==> src/hw/pff_pkg.sv <==
// package: field layout and types for the profiling flags/filters decode
package pff_pkg;

    // ------------------------------------------------------------------
    // flags word field positions
    // ------------------------------------------------------------------
    localparam int FLG_SAMPLE  = 1;
    localparam int FLG_RETIRED = 2;
    localparam int FLG_BRANCH  = 3;
    localparam int FLG_DMISS   = 4;
    localparam int FLG_CORECYC = 5;
    localparam int FLG_REFCYC  = 6;
    localparam int FLG_OVERFLOW_KEEP_WRITING    = 29;
    localparam int FLG_TIME    = 30;
    localparam int FLG_INT     = 31;

    // ------------------------------------------------------------------
    // filters word field positions
    // ------------------------------------------------------------------
    localparam int FLT_LAT_LSB  = 0;
    localparam int FLT_LAT_W    = 8;
    localparam int FLT_CLF      = 8;
    localparam int FLT_SRC_LSB  = 9;  // bridge, remote, dram, misc
    localparam int FLT_SRC_W    = 4;
    localparam int FLT_SKIP_LSB = 25; // mispred, pred, abs, cond, rel
    localparam int FLT_SKIP_W   = 5;
    localparam int FLT_IPI      = 30;
    localparam int FLT_IPF      = 31;

    // latency field scale as a shift: 16 cycles per field unit
    localparam int LAT_SCALE_SHIFT = 4;
    localparam logic [31:0] WORD_RESET = 32'h0000_0000;

    // event kinds offered for qualification
    typedef enum logic [2:0] {
        PFF_EV_SAMPLE,
        PFF_EV_RETIRED,
        PFF_EV_BRANCH,
        PFF_EV_DMISS,
        PFF_EV_CORECYC,
        PFF_EV_REFCYC
    } pff_event_t;

    // candidate event from the core
    typedef struct packed {
        logic        valid;
        pff_event_t  kind;
        logic        addr_hit;   // address inside the filter range
        logic [3:0]  src;        // one-hot source level
        logic [11:0] latency;    // cycles
        logic [4:0]  br_class;   // mispred, pred, abs, cond, rel
    } pff_cand_t;

    // decoded enables
    typedef struct packed {
        logic sample_en;
        logic retired_en;
        logic branch_en;
        logic dmiss_en;
        logic corecyc_en;
        logic refcyc_en;
        logic keep_writing;
        logic time_en;
        logic thresh_int_en;
    } pff_cfg_t;

endpackage

==> src/hw/pff_decode.sv <==
// profiling flags and filters: load, mask write-back, event qualification
`timescale 1ns/10ps

module pff_decode (
    input  wire logic               core_clk,
    input  wire logic               resetn,
    input  wire logic               load_strobe,
    input  wire logic [31:0]        flags_in,
    input  wire logic [31:0]        filters_in,
    input  wire logic [31:0]        feature_avail,
    input  wire logic               time_counter_present,
    input  wire logic [63:0]        perf_time_counter,
    input  wire pff_pkg::pff_cand_t cand,
    output logic                    wb_valid,
    output logic [31:0]             wb_flags,
    output pff_pkg::pff_cfg_t       cfg,
    output logic                    count_event,
    output logic [63:0]             record_time_field
);

    // ------------------------------------------------------------------
    // stored words
    // ------------------------------------------------------------------
    logic [31:0] flags_word;
    logic [31:0] filters_word;
    logic [31:0] next_flags;
    logic [31:0] supported;

    // ------------------------------------------------------------------
    // load mask
    // ------------------------------------------------------------------
    // reserved flags bits never survive, whatever availability says;
    // the mask is applied at the load edge, so a feature that drops
    // out later only takes effect at the next load
    always_comb begin
        supported = 32'h0000_0000;
        supported[pff_pkg::FLG_SAMPLE]  = 1'b1;
        supported[pff_pkg::FLG_RETIRED] = 1'b1;
        supported[pff_pkg::FLG_BRANCH]  = 1'b1;
        supported[pff_pkg::FLG_DMISS]   = 1'b1;
        supported[pff_pkg::FLG_CORECYC] = 1'b1;
        supported[pff_pkg::FLG_REFCYC]  = 1'b1;
        supported[pff_pkg::FLG_OVERFLOW_KEEP_WRITING]    = 1'b1;
        supported[pff_pkg::FLG_TIME]    = time_counter_present;
        supported[pff_pkg::FLG_INT]     = 1'b1;
        next_flags = flags_in & feature_avail & supported;
    end

    // ------------------------------------------------------------------
    // load capture
    // ------------------------------------------------------------------
    // capture on load; filters reserved bits simply never read
    // both words move on one edge, so qualification never mixes an old
    // filters word with a new flags word
    always_ff @(posedge core_clk or negedge resetn) begin
        if (!resetn) begin
            flags_word   <= pff_pkg::WORD_RESET;
            filters_word <= pff_pkg::WORD_RESET;
        end else if (load_strobe) begin
            flags_word   <= next_flags;
            filters_word <= filters_in;
        end
    end

    // ------------------------------------------------------------------
    // write-back to the control block
    // ------------------------------------------------------------------
    // write-back pulse one cycle after load; the word sent back is the
    // masked one, so software can read which features really came on
    // wb_flags then holds until the next load
    always_ff @(posedge core_clk or negedge resetn) begin
        if (!resetn) begin
            wb_valid <= 1'b0;
            wb_flags <= pff_pkg::WORD_RESET;
        end else begin
            wb_valid <= load_strobe;
            if (load_strobe) begin
                wb_flags <= next_flags;
            end
        end
    end

    // ------------------------------------------------------------------
    // flag decode
    // ------------------------------------------------------------------
    // direct bit picks: the enables follow the stored flags word
    assign cfg.sample_en     = flags_word[pff_pkg::FLG_SAMPLE];
    assign cfg.retired_en    = flags_word[pff_pkg::FLG_RETIRED];
    assign cfg.branch_en     = flags_word[pff_pkg::FLG_BRANCH];
    assign cfg.dmiss_en      = flags_word[pff_pkg::FLG_DMISS];
    assign cfg.corecyc_en    = flags_word[pff_pkg::FLG_CORECYC];
    assign cfg.refcyc_en     = flags_word[pff_pkg::FLG_REFCYC];
    // ring drain in continuous mode is software's job, no guard here
    assign cfg.keep_writing  = flags_word[pff_pkg::FLG_OVERFLOW_KEEP_WRITING];
    assign cfg.time_en       = flags_word[pff_pkg::FLG_TIME];
    assign cfg.thresh_int_en = flags_word[pff_pkg::FLG_INT];

    // ------------------------------------------------------------------
    // filter fields
    // ------------------------------------------------------------------
    logic [7:0]  lat_field;
    logic [11:0] lat_min;
    logic        lvl_en;
    logic [3:0]  src_sel;
    logic [4:0]  skip;
    logic        ip_en;
    logic        ip_inv;

    // field slices of the stored filters word
    // reserved bits 24 to 13 have no slice, so they can never matter
    assign lat_field = filters_word[pff_pkg::FLT_LAT_LSB
                                    +: pff_pkg::FLT_LAT_W];
    assign lvl_en    = filters_word[pff_pkg::FLT_CLF];
    assign src_sel   = filters_word[pff_pkg::FLT_SRC_LSB
                                    +: pff_pkg::FLT_SRC_W];
    assign skip      = filters_word[pff_pkg::FLT_SKIP_LSB
                                    +: pff_pkg::FLT_SKIP_W];
    assign ip_en     = filters_word[pff_pkg::FLT_IPF];
    assign ip_inv    = filters_word[pff_pkg::FLT_IPI];
    // 8-bit field scaled by 16 fits 12 bits exactly, so no clamp
    assign lat_min   = {4'h0, lat_field} << pff_pkg::LAT_SCALE_SHIFT;

    // ------------------------------------------------------------------
    // event qualification
    // ------------------------------------------------------------------
    logic kind_en;
    logic ip_ok;
    logic lat_ok;
    logic lvl_ok;
    logic br_ok;
    logic is_cache;
    logic [3:0] src_take;
    logic [4:0] br_drop;

    // event kind to its enable; the two spare codes never count
    always_comb begin
        unique case (cand.kind)
            pff_pkg::PFF_EV_SAMPLE:  kind_en = cfg.sample_en;
            pff_pkg::PFF_EV_RETIRED: kind_en = cfg.retired_en;
            pff_pkg::PFF_EV_BRANCH:  kind_en = cfg.branch_en;
            pff_pkg::PFF_EV_DMISS:   kind_en = cfg.dmiss_en;
            pff_pkg::PFF_EV_CORECYC: kind_en = cfg.corecyc_en;
            pff_pkg::PFF_EV_REFCYC:  kind_en = cfg.refcyc_en;
            default:                 kind_en = 1'b0;
        endcase
    end

    // only the data miss event touches the caches
    assign is_cache = (cand.kind == pff_pkg::PFF_EV_DMISS);

    // address gate on every kind; invert picks hits outside the range
    assign ip_ok  = !ip_en || (cand.addr_hit ^ ip_inv);

    // latency gate, cache events only; a zero field turns it off
    assign lat_ok = !is_cache || (lat_field == 8'h00)
                    || (cand.latency >= lat_min);

    // ------------------------------------------------------------------
    // per-bit lanes
    // ------------------------------------------------------------------
    // one lane per source level: seen on this access and selected
    for (genvar gs = 0; gs < pff_pkg::FLT_SRC_W; gs++) begin : g_src_lane
        assign src_take[gs] = cand.src[gs] & src_sel[gs];
    end

    // one lane per branch class: seen on this branch and excluded
    for (genvar gb = 0; gb < pff_pkg::FLT_SKIP_W; gb++) begin : g_br_lane
        assign br_drop[gb] = cand.br_class[gb] & skip[gb];
    end

    // level gate, cache events only; no level enable lets all through
    assign lvl_ok = !is_cache || !lvl_en || (|src_take);

    // any excluded class present drops the branch; other kinds pass
    assign br_ok  = (cand.kind != pff_pkg::PFF_EV_BRANCH)
                    || !(|br_drop);

    // ------------------------------------------------------------------
    // count decision
    // ------------------------------------------------------------------
    // registered count decision; the extra cycle keeps the long gate
    // chain off the counter's own path
    always_ff @(posedge core_clk or negedge resetn) begin
        if (!resetn) begin
            count_event <= 1'b0;
        end else begin
            count_event <= cand.valid && kind_en && ip_ok
                           && lat_ok && lvl_ok && br_ok;
        end
    end

    // ------------------------------------------------------------------
    // record time stamp
    // ------------------------------------------------------------------
    // record time field, zero unless enabled; sampled every cycle so
    // a record built on any edge sees a value at most one cycle old
    always_ff @(posedge core_clk or negedge resetn) begin
        if (!resetn) begin
            record_time_field <= 64'h0000_0000_0000_0000;
        end else begin
            record_time_field <= cfg.time_en ? perf_time_counter
                                             : 64'h0000_0000_0000_0000;
        end
    end

endmodule

==> config.mk <==
export PLATFORM = sky130hd
export DESIGN_NAME = pff_decode
export DESIGN_NICKNAME = d
export VERILOG_FILES = /design/src/hw/pff_pkg.sv /design/src/hw/pff_decode.sv
export SDC_FILE = /design/constraint.sdc
export NUM_CORES = 1
export LEC_CHECK = 0
export BUFFER_PORTS_ARGS = -buffer_cell sky130_fd_sc_hd__buf_2
export CAP_MARGIN = 10
export CORE_AREA = 2 2 114 116
export DETAILED_ROUTE_END_ITERATION = 7
export DIE_AREA = 0 0 116 118
export PLACE_DENSITY = 0.65
export SYNTH_ARGS = -nofsm -noshare
export SYNTH_HDL_FRONTEND = slang
export SYNTH_SLANG_ARGS = --single-unit
export TNS_END_PERCENT = 1
==> constraint.sdc <==
create_clock -name core_clk -period 1.9 [get_ports core_clk]
set_clock_uncertainty 0.15 [all_clocks]
set_input_delay 0.38 -clock core_clk [delete_from_list [all_inputs] [get_ports core_clk]]
set_output_delay 0.38 -clock core_clk [all_outputs]
set_load 0.01 [all_outputs]
==> results.cfg <==
[detailed_routing]
drt_first_iter_violations = 96
route.detailed.wl_per_inst_um = 13.2
first_pass_iters = 4
vias = 2848
wl_mm = 9.17
ant_nets = 0
drt-vias-per-instance = 4.11
drc = 0

[clock_tree]
clk_pin_slew_worst_paths_ns = 0.07
cts_made_buffers = 9
cts_resized = 0
cts.sinks = 95
htree_levels = 3
post_cts_buffers = 0
cts-root-buf = clkbuf_16
cts_tree = yes
clk_latency_ns = 0.34
clockBufferDepth = 2

[synth]
yosysWarnings = 0
ys_types = 33
synth_seq_area_share_pct = 62.9
synthArstFlopShare_pct = 100
synth_flop_cell = dfrtp_1
synth-edff-count = 0
synth_area_per_cell_um2 = 12.4
yosys_register_bits = 95
syn_inst = 305
synth_top_area_share_pct = 62.9
synth.area.top_cells = dfrtp_1 (63%), and2_1 (11%), buf_4 (6.4%)
yosys.area.top_type = dfrtp_1
netlist_area_mm2 = 0.00378

[floorplan]
die_w_um = 116
start_util_pct = 30.4
io_pins = 297
rows = 41
coreArea_mm2 = 0.0124
die_h_um = 118
dieArea_mm2 = 0.0137

[setup_path]
required_ns = 2.02
path_max_fanout = 3
r2r_slack_ns = 0.18
r2r_start = filters_word[0]
regToRegEndpoint = count_event
crit_end = count_event
crit_path_end_kind = flip-flop
startpoint = filters_word[0]
criticalPathCategory = reg2reg
worstRegToRegCells = 5
arrival_ns = 1.83
critPathLaunchType = flip-flop

[layout]
fin_util_pct = 42.0
stdcell_area_mm2 = 0.00521
syn2layout_area_growth_pct = 38.0
finalNonFillerCells = 693
layout-drive-gt1-share_pct = 48.6
fin_nets = 715
num-fill-cells = 1264
antenna_cells = 0

[timing]
setup_tns_ns = 0
finalSetupViolCount = 0
fmax_mhz = 582
hold_violations = 0
period_share_pct = 90.4
finalCriticalPeriod_ns = 1.72
rsz0062_at_grt = false
drv_slew = 0

[placed_design]
hpwl_mm = 7.09
globalplace.congestion = 0.741
dpl_cell_area_mm2 = 0.00493
port_buffers = 215
dp_cells = 677

[global_routing]
grt_pass1_vias = 2841
antenna_found_initial = 0
grt_usage_pct = 13.6
grt_start_max_net_pins = 96
gr-total-overflow = 0
grt_pass1_wl_mm = 14.2

[power_and_ir_drop]
p_clk_share_pct = 38.0
power_density_mw_per_mm2 = 838
switching_share_pct = 25.1
ir_drop_v = 0.000435
power.switching_mw = 1.09
p_leak_nw = 2.95
p_int_mw = 3.27
combPwrFrac_pct = 12.2
pwr-share-seq_pct = 49.8

[run]
drv_cap = 0

[status]
status = finished clean

[hold_path]
hp-class = in2reg
[placed cells by master (no fill, tap or decap), types with 3 or more instances in the layout]
cell | netlist | final
conb_1 | 1 | 23
inv_1 | 20 | 20
buf_2 | 2 | 214
mux2_2 | 13 | 13
dfrtp_1 | 95 | 95
o21ai_0 | 17 | 17
and2_1 | 64 | 64
nand3_1 | 8 | 8
ha_1 | 8 | 8
clkbuf_16 | 0 | 9
nand4_1 | 4 | 4
clkinvlp_4 | 0 | 3
nand2_1 | 8 | 8
buf_4 | 32 | 7
[cells by family (layout without fill, tap and decap cells)]
logic type / after synthesis / after routing / synth area share [%]
buf+inv: 64 / 258 / 9.61
other cells: 1 / 23 / 0.0993
xor+xnor: 1 / 1 / 0.232
flops: 95 / 95 / 62.9
compound gates: 29 / 29 / 4.87
mux: 15 / 15 / 4.84
fa+ha+maj: 8 / 8 / 2.65
simple gates: 92 / 92 / 14.8
[metrics by stage]
| step | hold slack (ns) | total power [mW] | setup slack (ns) |
|---|---|---|---|
| after floorplan | -0.0656 | 2.49 | 0.319 |
| after global placement | 0.313 | 2.74 | 0.0860 |
| after detailed placement | 0.324 | 2.76 | 0.101 |
| after CTS | 0.0780 | 4.45 | 0.153 |
| after global routing | 0.0837 | 4.61 | 0.00830 |
| final | 0.0944 | 4.37 | 0.182 |
[power by group through the flow]
stage               clock network, mW  registers [mW]  logic (mW)
floorplan                           0            2.24       0.254
global placement                    0            2.21       0.530
detailed placement                  0            2.21       0.541
CTS                              1.73            2.18       0.544
global route                     1.82            2.19       0.601
finish                           1.66            2.18       0.531
[routing by layer]
layer	vias to the layer above	wire (um)	track usage, %
met3	14	930	4.94
met5	-	0	0
met2	151	4360	22.2
met4	0	192	6.10
met1	1323	3680	16.0
li1	1360	-	-
[how the worst min path moves through the flow]
stage / cells after the start / endpoint / from
final: 2 / record_time_field[12] / perf_time_counter[12]
after global routing: 2 / record_time_field[12] / perf_time_counter[12]
after CTS: 2 / record_time_field[10] / perf_time_counter[10]
after detailed placement: 2 / record_time_field[9] / resetn
after global placement: 2 / record_time_field[5] / resetn
after floorplan: 0 / count_event / resetn
[area by class of cell]
cell class / instances / area (um^2) / area share (%)
clock buffer: 9 / 225 / 4.32
timing repair buffer: 223 / 1150 / 22.1
sequential: 95 / 2380 / 45.6
inverter: 20 / 75.1 / 1.44
clock inverter: 6 / 45.0 / 0.864
multi-input combinational: 168 / 1120 / 21.5
tap: 172 / 215 / 4.13
[state kept, by name, indices dropped and copies added (netlist names)]
| register | flops |
|---|---|
| record_time_field | 64 |
| wb_valid | 1 |
| wb_flags | 9 |
| filters_word | 20 |
| count_event | 1 |
[cell usage after synthesis, types with 2 or more instances]
master	n
a221oi_1	2
a222oi_1	2
and2_1	64
buf_2	2
buf_4	32
clkbuf_1	9
dfrtp_1	95
ha_1	8
inv_1	20
mux2_2	13
nand2_1	8
nand3_1	8
nand4_1	4
nor2b_1	2
nor4_1	2
o21ai_0	17
[repair_timing]
item,4_1_cts,5_1_grt
hold endpoints to repair,95,0
endpoints found under the setup margin,0,0
hold buffers,1,0
[worst max-delay path, cell delays in order, from the launching register on]
cell and delay [ns]:
dfrtp_1 0.42, ha_1 0.28, nor4b_1 0.32, a221oi_1 0.16
a21o_1 0.20, a31oi_1 0.11
No activity file was read; power rests on OpenSTA's default activity.
